==> config.mk <==
export PLATFORM = sky130hd
export DESIGN_NAME = radio_address_crc_config
export DESIGN_NICKNAME = d
export VERILOG_FILES = /design/src/common/radio_cfg_pkg.sv /design/src/crc_engine.sv /design/src/radio_address_crc_config.sv
export VERILOG_INCLUDE_DIRS = /design/src /design/src/common
export SDC_FILE = /design/constraint.sdc
export NUM_CORES = 1
export LEC_CHECK = 0
export ABC_AREA = 0
export BUFFER_PORTS_ARGS = -buffer_cell sky130_fd_sc_hd__buf_2
export CAP_MARGIN = 20
export CELL_PAD_IN_SITES_DETAIL_PLACEMENT = 0
export CELL_PAD_IN_SITES_GLOBAL_PLACEMENT = 1
export CORE_AREA = 2 2 193 195
export CTS_BUF_LIST = sky130_fd_sc_hd__clkbuf_8
export CTS_CLUSTER_DIAMETER = 120
export DETAILED_ROUTE_END_ITERATION = 8
export DIE_AREA = 0 0 195 197
export PLACE_DENSITY_LB_ADDON = 0.1
export SYNTH_ARGS = -nofsm -noshare
export SYNTH_HDL_FRONTEND = slang
export SYNTH_SLANG_ARGS = --single-unit
==> constraint.sdc <==
create_clock -name i_sys_clk -period 9 [get_ports i_sys_clk]
set_input_delay 0.45 -clock i_sys_clk [delete_from_list [all_inputs] [get_ports i_sys_clk]]
set_output_delay 0.45 -clock i_sys_clk [all_outputs]
set_load 0.02 [all_outputs]
==> src/common/radio_cfg_regs.svh <==
`ifndef RADIO_CFG_REGS_SVH
`define RADIO_CFG_REGS_SVH
// ********************************************************************
// register byte addresses
// ********************************************************************
`define ADDR_BASE_WORD_ZERO   12'h51C
`define ADDR_BASE_WORD_ONE    12'h520
`define ADDR_PREFIX_LOW       12'h524
`define ADDR_PREFIX_HIGH      12'h528
`define ADDR_TX_SELECT        12'h52C
`define ADDR_RX_ENABLES       12'h530
`define ADDR_CRC_CONFIG       12'h534
`define ADDR_CRC_POLY         12'h538
`define ADDR_CRC_SEED         12'h53C
`define ADDR_BASE_BYTE_COUNT  12'h518
// ********************************************************************
// field layout and reset values
// ********************************************************************
`define RST_WORD              32'h0000_0000
`define CRC_LEN_LSB           0
`define CRC_LEN_MSB           1
`define CRC_SKIP_BIT          8
`define TX_SEL_MSB            2
`define RX_EN_MSB             7
`define BASE_CNT_LSB          16
`define BASE_CNT_MSB          18
`define BASE_CNT_RESET        3'h4
`define CRC_WIDTH             24
`define DATA_WIDTH            32
`define ADDR_WIDTH            12
`endif

==> src/common/radio_cfg_pkg.sv <==
package radio_cfg_pkg;
    typedef logic [31:0] word_t;
    typedef logic [2:0]  lane_t;
    typedef logic [1:0]  crc_len_t;
    // serialiser states, gray from ST_IDLE to ST_DONE along the usual path
    typedef enum logic [2:0] {
        ST_IDLE = 3'h0,
        ST_ADDR = 3'h1,
        ST_BODY = 3'h3,
        ST_CRC  = 3'h2,
        ST_DONE = 3'h6
    } frame_state_t;
endpackage

==> src/crc_engine.sv <==
`timescale 1ns/100ps
`include "radio_cfg_regs.svh"
// ********************************************************************
// bytewise crc shift register, up to 24 bits, msb first
// ********************************************************************
module crc_engine
    import radio_cfg_pkg::*;
(
    input  wire logic                      i_sys_clk,
    input  wire logic                      i_srst,
    input  wire logic                      i_ce,
    input  wire logic                      i_start,
    input  wire logic [`CRC_WIDTH-1:0]     i_seed,
    input  wire logic [`CRC_WIDTH-1:0]     i_poly,
    input  wire logic [1:0]                i_len,
    input  wire logic                      i_byte_valid,
    input  wire logic [7:0]                i_byte,
    output logic      [`CRC_WIDTH-1:0]     o_crc
);
    logic [`CRC_WIDTH-1:0] next_crc;
    logic [`CRC_WIDTH-1:0] poly_eff;
    logic [4:0]            top;
    // bit 0 of the polynomial is forced to one
    always_comb begin
        poly_eff = {i_poly[`CRC_WIDTH-1:1], 1'b1};
        top      = 5'(8 * i_len - 1);
        next_crc = o_crc;
        for (int b = 7; b >= 0; b--) begin
            if (next_crc[top] ^ i_byte[b]) begin
                next_crc = (next_crc << 1) ^ poly_eff;
            end else begin
                next_crc = next_crc << 1;
            end
        end
        for (int k = 0; k < `CRC_WIDTH; k++) begin
            if (k > int'(top)) begin
                next_crc[k] = 1'b0;
            end
        end
    end
    // seed on start, then one byte per valid while the crc length is not zero
    always_ff @(posedge i_sys_clk) begin
        if (i_srst) begin
            o_crc <= '0;
        end else if (i_ce) begin
            if (i_start) begin
                o_crc <= i_seed;
            end else if (i_byte_valid && i_len != 2'h0) begin
                o_crc <= next_crc;
            end
        end
    end
endmodule

==> src/radio_address_crc_config.sv <==
`timescale 1ns/100ps
`include "radio_cfg_regs.svh"
// Summary of operation
// - prefix_low_group holds one-byte prefixes of logical addresses zero to three
// - prefix_high_group holds one-byte prefixes of logical addresses four to seven
// - transmit uses logical address chosen by tx_logical_select
// - rx_logical_enables bit i allows reception on logical address i
// - crc length zero: no crc appended, checked or computed
// - crc lengths one to three give one to three crc bytes
// - address skip zero: crc covers address field too
// - address skip one: crc starts at first byte after address
// - polynomial bit index equals term exponent
// - constant term always present, written bit zero ignored
// - crc register loads seed at start of each computation
// - on-air address is base bytes then one prefix byte
module radio_address_crc_config
    import radio_cfg_pkg::*;
(
    input  wire logic                    i_sys_clk,
    input  wire logic                    i_srst,
    input  wire logic                    i_ce,
    input  wire logic [`ADDR_WIDTH-1:0]  i_avs_address,
    input  wire logic                    i_avs_read,
    input  wire logic                    i_avs_write,
    input  wire logic [3:0]              i_avs_byteenable,
    input  wire logic [`DATA_WIDTH-1:0]  i_avs_writedata,
    output logic      [`DATA_WIDTH-1:0]  o_avs_readdata,
    output logic                         o_avs_waitrequest,
    input  wire logic                    i_tx_start,
    input  wire logic                    i_tx_ready,
    input  wire logic                    i_body_valid,
    input  wire logic [7:0]              i_body_byte,
    input  wire logic                    i_body_last,
    output logic                         o_body_ready,
    output logic                         o_tx_valid,
    output logic      [7:0]              o_tx_byte,
    output logic                         o_tx_last,
    input  wire logic [2:0]              i_rx_logical,
    output logic                         o_rx_allowed,
    output logic                         o_busy
);
    import radio_cfg_pkg::*;
    // ********************************************************************
    // register file
    // ********************************************************************
    word_t base_word_zero;
    word_t base_word_one;
    word_t prefix_low_group;
    word_t prefix_high_group;
    word_t tx_logical_select;
    word_t rx_logical_enables;
    word_t crc_config;
    word_t crc_polynomial;
    word_t crc_seed;
    word_t base_byte_count;
    logic  ack;
    logic  wr_hit;
    // merge write data under byte enables
    function automatic word_t merge(input word_t old, input word_t nw, input logic [3:0] be);
        word_t r;
        r = old;
        for (int i = 0; i < 4; i++) begin
            if (be[i]) begin
                r[8*i +: 8] = nw[8*i +: 8];
            end
        end
        return r;
    endfunction
    // pick one byte of a word by lane
    function automatic logic [7:0] pick(input word_t w, input logic [1:0] lane);
        return w[8*lane +: 8];
    endfunction
    // one wait cycle per access, answered on the second
    always_ff @(posedge i_sys_clk) begin
        if (i_srst) begin
            ack <= 1'b0;
        end else if (i_ce) begin
            ack <= (i_avs_read || i_avs_write) && !ack;
        end
    end
    assign o_avs_waitrequest = (i_avs_read || i_avs_write) && !ack;
    assign wr_hit            = i_avs_write && ack && i_ce;
    // register writes
    always_ff @(posedge i_sys_clk) begin
        if (i_srst) begin
            base_word_zero     <= `RST_WORD;
            base_word_one      <= `RST_WORD;
            prefix_low_group   <= `RST_WORD;
            prefix_high_group  <= `RST_WORD;
            tx_logical_select  <= `RST_WORD;
            rx_logical_enables <= `RST_WORD;
            crc_config         <= `RST_WORD;
            crc_polynomial     <= `RST_WORD;
            crc_seed           <= `RST_WORD;
            base_byte_count    <= {13'h0, `BASE_CNT_RESET, 16'h0};
        end else if (wr_hit) begin
            case (i_avs_address)
                `ADDR_BASE_WORD_ZERO: base_word_zero     <= merge(base_word_zero, i_avs_writedata, i_avs_byteenable);
                `ADDR_BASE_WORD_ONE:  base_word_one      <= merge(base_word_one, i_avs_writedata, i_avs_byteenable);
                `ADDR_PREFIX_LOW:     prefix_low_group   <= merge(prefix_low_group, i_avs_writedata, i_avs_byteenable);
                `ADDR_PREFIX_HIGH:    prefix_high_group  <= merge(prefix_high_group, i_avs_writedata, i_avs_byteenable);
                `ADDR_TX_SELECT:      tx_logical_select  <= merge(tx_logical_select, i_avs_writedata, i_avs_byteenable)
                                                          & 32'h0000_0007;
                `ADDR_RX_ENABLES:     rx_logical_enables <= merge(rx_logical_enables, i_avs_writedata, i_avs_byteenable)
                                                          & 32'h0000_00FF;
                `ADDR_CRC_CONFIG:     crc_config         <= merge(crc_config, i_avs_writedata, i_avs_byteenable)
                                                          & 32'h0000_0103;
                `ADDR_CRC_POLY:       crc_polynomial     <= merge(crc_polynomial, i_avs_writedata, i_avs_byteenable)
                                                          & 32'h00FF_FFFF;
                `ADDR_CRC_SEED:       crc_seed           <= merge(crc_seed, i_avs_writedata, i_avs_byteenable)
                                                          & 32'h00FF_FFFF;
                `ADDR_BASE_BYTE_COUNT: base_byte_count   <= merge(base_byte_count, i_avs_writedata, i_avs_byteenable)
                                                          & 32'h0007_0000;
                default: ;
            endcase
        end
    end
    // read data registered; unmapped reads zero
    always_ff @(posedge i_sys_clk) begin
        if (i_srst) begin
            o_avs_readdata <= '0;
        end else if (i_ce && i_avs_read && !ack) begin
            case (i_avs_address)
                `ADDR_BASE_WORD_ZERO:  o_avs_readdata <= base_word_zero;
                `ADDR_BASE_WORD_ONE:   o_avs_readdata <= base_word_one;
                `ADDR_PREFIX_LOW:      o_avs_readdata <= prefix_low_group;
                `ADDR_PREFIX_HIGH:     o_avs_readdata <= prefix_high_group;
                `ADDR_TX_SELECT:       o_avs_readdata <= tx_logical_select;
                `ADDR_RX_ENABLES:      o_avs_readdata <= rx_logical_enables;
                `ADDR_CRC_CONFIG:      o_avs_readdata <= crc_config;
                `ADDR_CRC_POLY:        o_avs_readdata <= crc_polynomial;
                `ADDR_CRC_SEED:        o_avs_readdata <= crc_seed;
                `ADDR_BASE_BYTE_COUNT: o_avs_readdata <= {base_byte_count[31:1], o_busy};
                default:               o_avs_readdata <= '0;
            endcase
        end
    end
    // ********************************************************************
    // address selection
    // ********************************************************************
    crc_len_t   crc_len;
    logic       skip_addr;
    lane_t      tx_sel;
    lane_t      base_len;
    word_t      tx_base;
    logic [7:0] tx_prefix;
    // configuration fields picked out of the register words
    assign crc_len   = crc_config[`CRC_LEN_MSB:`CRC_LEN_LSB];
    assign skip_addr = crc_config[`CRC_SKIP_BIT];
    assign tx_sel    = tx_logical_select[`TX_SEL_MSB:0];
    assign base_len  = base_byte_count[`BASE_CNT_MSB:`BASE_CNT_LSB];
    // reception allowed per logical address
    assign o_rx_allowed = rx_logical_enables[i_rx_logical];
    // base word and prefix byte for the transmit address
    always_comb begin
        tx_base   = (tx_sel == 3'h0) ? base_word_zero : base_word_one;
        tx_prefix = tx_sel[2] ? pick(prefix_high_group, tx_sel[1:0])
                              : pick(prefix_low_group, tx_sel[1:0]);
    end
    // ********************************************************************
    // frame serialiser
    // ********************************************************************
    frame_state_t state;
    lane_t        idx;
    logic [7:0]   cur_byte;
    logic         take;
    logic         crc_feed;
    logic [`CRC_WIDTH-1:0] crc_val;
    // address bytes: base msb-aligned bytes, then prefix last
    // idx counts base bytes from the top lane; the prefix goes out once it equals base_len
    always_comb begin
        if (idx == base_len) begin
            cur_byte = tx_prefix;
        end else begin
            cur_byte = pick(tx_base, 2'(3'h3 - idx));
        end
    end
    // the output register is empty or the sink takes its byte this cycle
    assign take         = i_ce && (!o_tx_valid || i_tx_ready);
    assign o_body_ready = (state == ST_BODY) && take;
    assign o_busy       = (state != ST_IDLE);
    // crc fed by address bytes unless skipped, then all body bytes
    assign crc_feed = (state == ST_ADDR && take && !skip_addr)
                    || (o_body_ready && i_body_valid);
    crc_engine u_crc (
        .i_sys_clk    (i_sys_clk),
        .i_srst       (i_srst),
        .i_ce         (i_ce),
        .i_start      (state == ST_IDLE && i_tx_start),
        .i_seed       (crc_seed[`CRC_WIDTH-1:0]),
        .i_poly       (crc_polynomial[`CRC_WIDTH-1:0]),
        .i_len        (crc_len),
        .i_byte_valid (crc_feed),
        .i_byte       ((state == ST_ADDR) ? cur_byte : i_body_byte),
        .o_crc        (crc_val)
    );
    // state sequence and output byte stream
    always_ff @(posedge i_sys_clk) begin
        if (i_srst) begin
            state      <= ST_IDLE;
            idx        <= '0;
            o_tx_valid <= 1'b0;
            o_tx_byte  <= '0;
            o_tx_last  <= 1'b0;
        end else if (take) begin
            o_tx_valid <= 1'b0;
            o_tx_last  <= 1'b0;
            case (state)
                ST_IDLE: begin
                    if (i_tx_start) begin
                        state <= ST_ADDR;
                        idx   <= 3'h0; // first base byte is the top lane
                    end
                end
                ST_ADDR: begin
                    // one address byte per accepted cycle
                    o_tx_valid <= 1'b1;
                    o_tx_byte  <= cur_byte;
                    if (idx == base_len) begin
                        state <= ST_BODY;
                    end else begin
                        idx <= idx + 3'h1;
                    end
                    if (idx == base_len && base_len == 3'h4) begin
                        state <= ST_BODY;
                    end
                end
                ST_BODY: begin
                    if (i_body_valid) begin
                        o_tx_valid <= 1'b1;
                        o_tx_byte  <= i_body_byte;
                        if (i_body_last) begin
                            if (crc_len == 2'h0) begin
                                o_tx_last <= 1'b1;
                                state     <= ST_DONE;
                            end else begin
                                state <= ST_CRC;
                                idx   <= 3'(crc_len);
                            end
                        end
                    end
                end
                ST_CRC: begin
                    // crc bytes leave msb first while idx counts down to one
                    o_tx_valid <= 1'b1;
                    o_tx_byte  <= crc_val[8*(idx-3'h1) +: 8];
                    idx        <= idx - 3'h1;
                    if (idx == 3'h1) begin
                        o_tx_last <= 1'b1;
                        state     <= ST_DONE;
                    end
                end
                ST_DONE: state <= ST_IDLE;
                default: state <= ST_IDLE;
            endcase
        end
    end
endmodule

==> results_dict.tcl, run 1 <==
set metrics [dict create \
    final_cells 2770 \
    p_seq_share_pct 46.9 \
    max_stage_delay_ns 0.74 \
    ys_ff_latch 266 \
    area_growth_pct 11.8 \
    syn-cell-area_sq_mm 0.0169 \
    drive_above_1_share_pct 14.9 \
    cts_buffer_depth 3 \
    final_cell_mix "nand2_1, dfxtp_1, a21oi_1" \
    async_flop_share_pct 0 \
    gr-usage-met3_pct 4.04 \
    hold_path.class "in -> reg" \
    start_kind "register" \
    grt_overflow 0 \
    yosys.cell_types.count 89 \
    ys_warn_count 0 \
    use_met2_pct 56.5 \
    mostFrequentLayoutCell "nand2_1" \
    maxCapViolations 0 \
    postRouteWirelength_microns 66800 \
    fin_tns_setup_ns 0 \
    numCtsBuffers 44 \
    grt_use_met1_pct 44.6 \
    setup_viol 0 \
    synth.avg_cell_area_sq_um 7.71 \
    grt_pass1_vias 16292 \
    core_area_sq_mm 0.0363 \
    ys.flop_type "dfxtp_1" \
    die_area_sq_mm 0.0384 \
    pwr_density_cell_mw_per_mm2 135 \
    hold_buffers 0 \
    pwr-share-comb_pct 12.0 \
    tightest_slew_ns 1.08 \
    cts_tree "built" \
    cp_max_fo 44 \
    violations "design-rule violations" \
    avgRoutedWirePerCell_microns 24.1 \
    nFillCells 3516 \
    synth_cells 2195 \
    htreeDepth 2 \
    p_int_w 0.00184 \
    r2r-end "u_crc.o_crc[23]$_SDFFE_PP0P_" \
    status "finished with violations" \
    synth-edff-count 0 \
    final.min_clock_period_ns 8.50 \
    ff2ff_setup_slack_ns 0.50 \
    ioPinCount 114 \
    max_freq_mhz 118 \
    grt_pass1_wl_microns 101000 \
    ant_nets 0 \
    fp.dieW_microns 195 \
    syn-num-nets 2268 \
    slew_headroom_pct 26.3 \
    endpoint_kind "register" \
    placed_cells 2691 \
    post-route-period-util_pct 94.5 \
    die_h_microns 197 \
    maxSlewViolCount 0 \
    fin_util_pct 52.2 \
    hold_slack_ns 0.150 \
    clockRootBuffer "clkbuf_8" \
    num_rows 70 \
    nets 2345 \
    top_usage_layer "met2" \
    portBuffers 113 \
    grt_util_all_layers_pct 34.5 \
    via_per_inst 6.19 \
    critical_path_required_ns 9.46 \
    start_util_pct 46.7 \
    grt_antenna_before_repair 1 \
    switchingPower_w 0.000719 \
    crit_slowest_cell "dfxtp_1" \
    switching_share_pct 28.1 \
    hold_viol 0 \
    hpwl_microns 49000 \
    rr_worst_depth 30 \
    ys_seq_area_share_pct 31.5 \
    regToRegStartpoint "tx_logical_select[0]$_SDFFE_PP0P_" \
    whs_endpoint "base_word_zero[31]$_SDFFE_PP0P_" \
    cts.sink_count 266 \
    worstHoldStart "i_avs_writedata[31]" \
    ir_worst_vdd_mv 0.211 \
    routabilityCongestion 0.985 \
    finalPower_w 0.00256 \
    drcViolationCount 11 \
    critical_path_class "reg -> reg" \
    drt_iter0_drc 1898 \
    clock_latency_ns 0.59 \
    grt_max_degree 94 \
    leakagePower_nw 6.48 \
    cp.arrival_ns 8.96 \
    clkTransAtPathRegs_ns 0.06 \
    num_vias 17134 \
    drtPass1Iterations 9 \
    holdPathStages 3 \
    clockPowerShare_pct 41.1 \
    fin_skew_ns 0.0283 \
]
==> metrics by stage <==
stage	worst slack [ns]	cell area (sq um)
finish	0.498	18900
global route	-0.0121	18900
CTS	0.272	18900
detailed placement	0.325	18000
global placement	0.399	18000
floorplan	1.01	16900
==> power groups by stage <==
stage / clock (W) / combinational, W / sequential, W
CTS: 0.00107 / 0.000303 / 0.00120
floorplan: 0 / 0.000191 / 0.00122
global placement: 0 / 0.000301 / 0.00122
finish: 0.00105 / 0.000308 / 0.00120
detailed placement: 0 / 0.000302 / 0.00122
global route: 0.00111 / 0.000330 / 0.00120
==> state kept, by name, indices dropped and copies added (netlist names), 8 cells and up <==
name	count
prefix_high_group	32
o_avs_readdata	32
crc_seed	24
crc_polynomial	24
base_word_zero	32
o_tx_byte	8
prefix_low_group	32
base_word_one	32
rx_logical_enables	8
u_crc.o_crc	24
==> worst max-delay path: cells and delay by family (launching register included) <==
family | cells | cell delay (ns)
AOI/OAI and AO/OA | 12 | 3.18
DFF | 1 | 0.74
buffers and inverters | 3 | 0.74
and+or+nand+nor | 12 | 2.67
muxes | 3 | 1.00
==> layer usage <==
metal	wire length, microns	share of wire [%]	vias to the layer above
met5	0	0	-
met4	3970	5.9	0
met3	4710	7.0	174
met2	30800	46	796
met1	27400	41	8223
li1	-	-	7941
==> cell type report <==
class                   instances  area, sq um  area share (%)
diodes                          1         2.50          0.0132
clock buffers                  53          729            3.85
clock inverters                22          114           0.601
inverters                      16         60.1           0.317
multi-input cells            1758        11000            58.0
flip-flops and latches        266         5330            28.1
well taps                     468          586            3.09
repair buffers                186         1130            5.95
==> worst max-delay path by stage <==
stage	start	depth (start not counted)	slack [ns]	end
after floorplan	crc_config[0]$_SDFFE_PP0P_	34	1.01	u_crc.o_crc[18]$_SDFFE_PP0P_
after global placement	crc_config[1]$_SDFFE_PP0P_	32	0.40	u_crc.o_crc[23]$_SDFFE_PP0P_
after detailed placement	crc_config[1]$_SDFFE_PP0P_	31	0.32	u_crc.o_crc[8]$_SDFFE_PP0P_
after CTS	crc_config[1]$_SDFFE_PP0P_	31	0.27	u_crc.o_crc[20]$_SDFFE_PP0P_
after global routing	crc_config[1]$_SDFFE_PP0P_	33	-0.01	u_crc.o_crc[5]$_SDFFE_PP0P_
final	tx_logical_select[0]$_SDFFE_PP0P_	30	0.50	u_crc.o_crc[23]$_SDFFE_PP0P_
==> cells by family after synthesis <==
| family | share of synthesized area [%] |
|---|---|
| adders and majority gates | 0.370 |
| xor gates and xnor gates | 8.31 |
| muxes | 12.2 |
| AOI/OAI and AO/OA | 19.8 |
| DFF | 31.5 |
| and+or+nand+nor | 23.9 |
| buffers and inverters | 4.04 |
==> cell usage after synthesis, types with 11 or more instances <==
cell type / n / share of area [%]
o31ai_1: 11 / 0.49
nor2b_1: 11 / 0.41
inv_1: 15 / 0.33
dfxtp_1: 266 / 31
nor3_1: 27 / 0.80
a222oi_1: 33 / 2.0
a21o_1: 12 / 0.53
mux2i_1: 104 / 6.1
nor2_1: 189 / 4.2
xnor2_1: 128 / 6.6
nand2_1: 526 / 12
a211oi_1: 22 / 0.98
a21oi_1: 218 / 6.4
and3_1: 34 / 1.3
clkbuf_1: 125 / 2.8
xor2_1: 29 / 1.5
o211ai_1: 15 / 0.67
a31oi_1: 30 / 1.1
o21ai_0: 24 / 0.71
buf_1: 15 / 0.33
mux4_2: 31 / 4.1
a22oi_1: 27 / 1.2
mux2_2: 26 / 1.7
nand3_1: 57 / 1.7
nor4_1: 12 / 0.44
nand2b_1: 12 / 0.44
==> timing repair <==
item	CTS	global route
setup endpoints to repair	0	24
buffers inserted	0	3
gates resized for setup	0	9
(Power assumes the default switching activity.)
==> run 2, diff against run 1 <==
--- a/config.mk
+++ b/config.mk
@@ -9,7 +9,7 @@
 export ABC_AREA = 0
 export BUFFER_PORTS_ARGS = -buffer_cell sky130_fd_sc_hd__buf_2
 export CAP_MARGIN = 20
-export CELL_PAD_IN_SITES_DETAIL_PLACEMENT = 0
+export CELL_PAD_IN_SITES_DETAIL_PLACEMENT = 1
 export CELL_PAD_IN_SITES_GLOBAL_PLACEMENT = 1
 export CORE_AREA = 2 2 193 195
 export CTS_BUF_LIST = sky130_fd_sc_hd__clkbuf_8
==> run 2 against run 1 <==
Net effect:
- the flow now finishes without violations
- clock skew down 0.0015 ns
- flip-flop and latch count did not move
- first-iteration DRC count shrank 19%
- cell area up 1.1%
- highest routed layer unchanged
- fmax decreased by 1.4%
- register-to-register slack worse by 0.12 ns
- count of clock-buffer cells in the layout up 1
- combinational power increased by 3%
- largest cell class unchanged
- cell count rose by 0.29%
- global-route usage rose by 2.1 points
- clock power hardly changed
==> results_dict.tcl, run 2 (synthesis results as in run 1) <==
set metrics [dict create \
    status "finished, final reports clean" \
    maxSlewViolCount 0 \
    setup_viol 0 \
    critPathMostFrequentCell "buf_4" \
    fin_tns_setup_ns 0 \
    via_per_inst 6.41 \
    setup_ws_ns 0.373 \
    rr_worst_depth 35 \
    clockRootBuffer "clkbuf_8" \
    max_stage_delay_ns 0.53 \
    grt_util_all_layers_pct 36.6 \
    critical_path_required_ns 9.47 \
    grt_antenna_before_repair 2 \
    grt_pass1_wl_microns 108000 \
    cp.arrival_ns 9.10 \
    final.min_clock_period_ns 8.63 \
    clock_latency_ns 0.59 \
    cts_buffer_depth 3 \
    critical_path_class "reg -> reg" \
    crit_slowest_cell "or4_4" \
    drcViolationCount 0 \
    area_growth_pct 13.0 \
    drtPass1Iterations 8 \
    fin_util_pct 52.8 \
    ioPinCount 114 \
    start_kind "register" \
    die_area_sq_mm 0.0384 \
    pwr_density_cell_mw_per_mm2 135 \
    fp.dieW_microns 195 \
    fin_skew_ns 0.0268 \
    routabilityCongestion 0.985 \
    die_h_microns 197 \
    grt_pass1_vias 17914 \
    hold_viol 0 \
    clkTransAtPathRegs_ns 0.06 \
    num_rows 70 \
    tightest_slew_ns 1.17 \
    cts_tree "built" \
    ant_nets 0 \
    leakagePower_nw 6.53 \
    hold_buffers 0 \
    mostFrequentLayoutCell "nand2_1" \
    endpoint_kind "register" \
    drt_iter0_drc 1532 \
    maxCapViolations 0 \
    ir_worst_vdd_mv 0.125 \
    htreeDepth 2 \
    max_freq_mhz 116 \
    grt_max_degree 94 \
    drive_above_1_share_pct 15.9 \
    grt_overflow 0 \
    hold_path.class "in -> reg" \
    pre_cts_slack_ns 0.000875 \
    final_cells 2778 \
    finalPower_w 0.00259 \
    cp_max_fo 44 \
    numCtsBuffers 45 \
    post-route-period-util_pct 95.9 \
    nets 2350 \
    num_vias 17799 \
    slew_headroom_pct 19.5 \
    postRouteWirelength_microns 71800 \
    cts.sink_count 266 \
    hpwl_microns 52700 \
    portBuffers 113 \
    holdPathStages 3 \
    avgRoutedWirePerCell_microns 25.8 \
    final_cell_mix "nand2_1, dfxtp_1, a21oi_1" \
    start_util_pct 46.7 \
    placed_cells 2691 \
    core_area_sq_mm 0.0363 \
]
run 2: cell types whose count changed in the layout (fill, tap and decap cells not counted), sizes merged:
cell and change:
buf +4, diode +1, clkbuf +1, clkinv +2
run 2: timing repair:
| item | 4_1_cts | 5_1_grt |
|---|---|---|
| gates resized for setup | 0 | 35 |
| pin swaps | 1 | 6 |
| endpoints found under the setup margin | 1 | 24 |
| buffers inserted | 0 | 7 |
run 2: layer usage:
metal,vias to the layer above,track usage (%),share of wire (%)
met2,735,60.9,47
met3,218,4.79,6.1
met1,8881,45.0,40
met4,0,23.2,6.7
li1,7965,-,-
met5,-,0,0
run 2: path summary, 6_finish.rpt:
check	from	to	slack (ns)
setup / recovery	crc_config[1]$_SDFFE_PP0P_	u_crc.o_crc[8]$_SDFFE_PP0P_	0.37
hold / removal	i_avs_writedata[26]	base_word_zero[26]$_SDFFE_PP0P_	0.14
setup reg to reg	crc_config[1]$_SDFFE_PP0P_	u_crc.o_crc[8]$_SDFFE_PP0P_	0.37
hold reg to reg	o_tx_last$_SDFFE_PP0P_	o_tx_last$_SDFFE_PP0P_	0.46
run 2: layout make-up:
class                           count  area (sq um)
Antenna cell                        2          5.00
Inverter                           16          60.1
Sequential cell                   266          5330
Tap cell                          468           586
Clock inverter                     24           124
Fill cell                        4538         17100
Multi-Input combinational cell   1758         11100
Clock buffer                       54           743
Timing Repair Buffer              190          1160
run 2: power by group:
group          switching, W  internal, W
logic              0.000222    0.0000959
registers         0.0000126      0.00119
clock network      0.000506     0.000569
run 2: critical path, delay by kind of cell (launching register included):
| family | cells | cell delay (ns) |
|---|---|---|
| AOI/OAI and AO/OA | 13 | 3.15 |
| and+or+nand+nor | 12 | 2.89 |
| buffers and inverters | 7 | 1.21 |
| muxes | 2 | 0.52 |
| DFF | 1 | 0.38 |
| adders and majority gates | 1 | 0.36 |
run 2: through the flow:
step	cell area, sq um	hold slack (ns)
detailed placement	18000	0.442
global route	19100	0.142
floorplan	16900	0.431
finish	19100	0.136
CTS	18900	0.123
global placement	18000	0.437
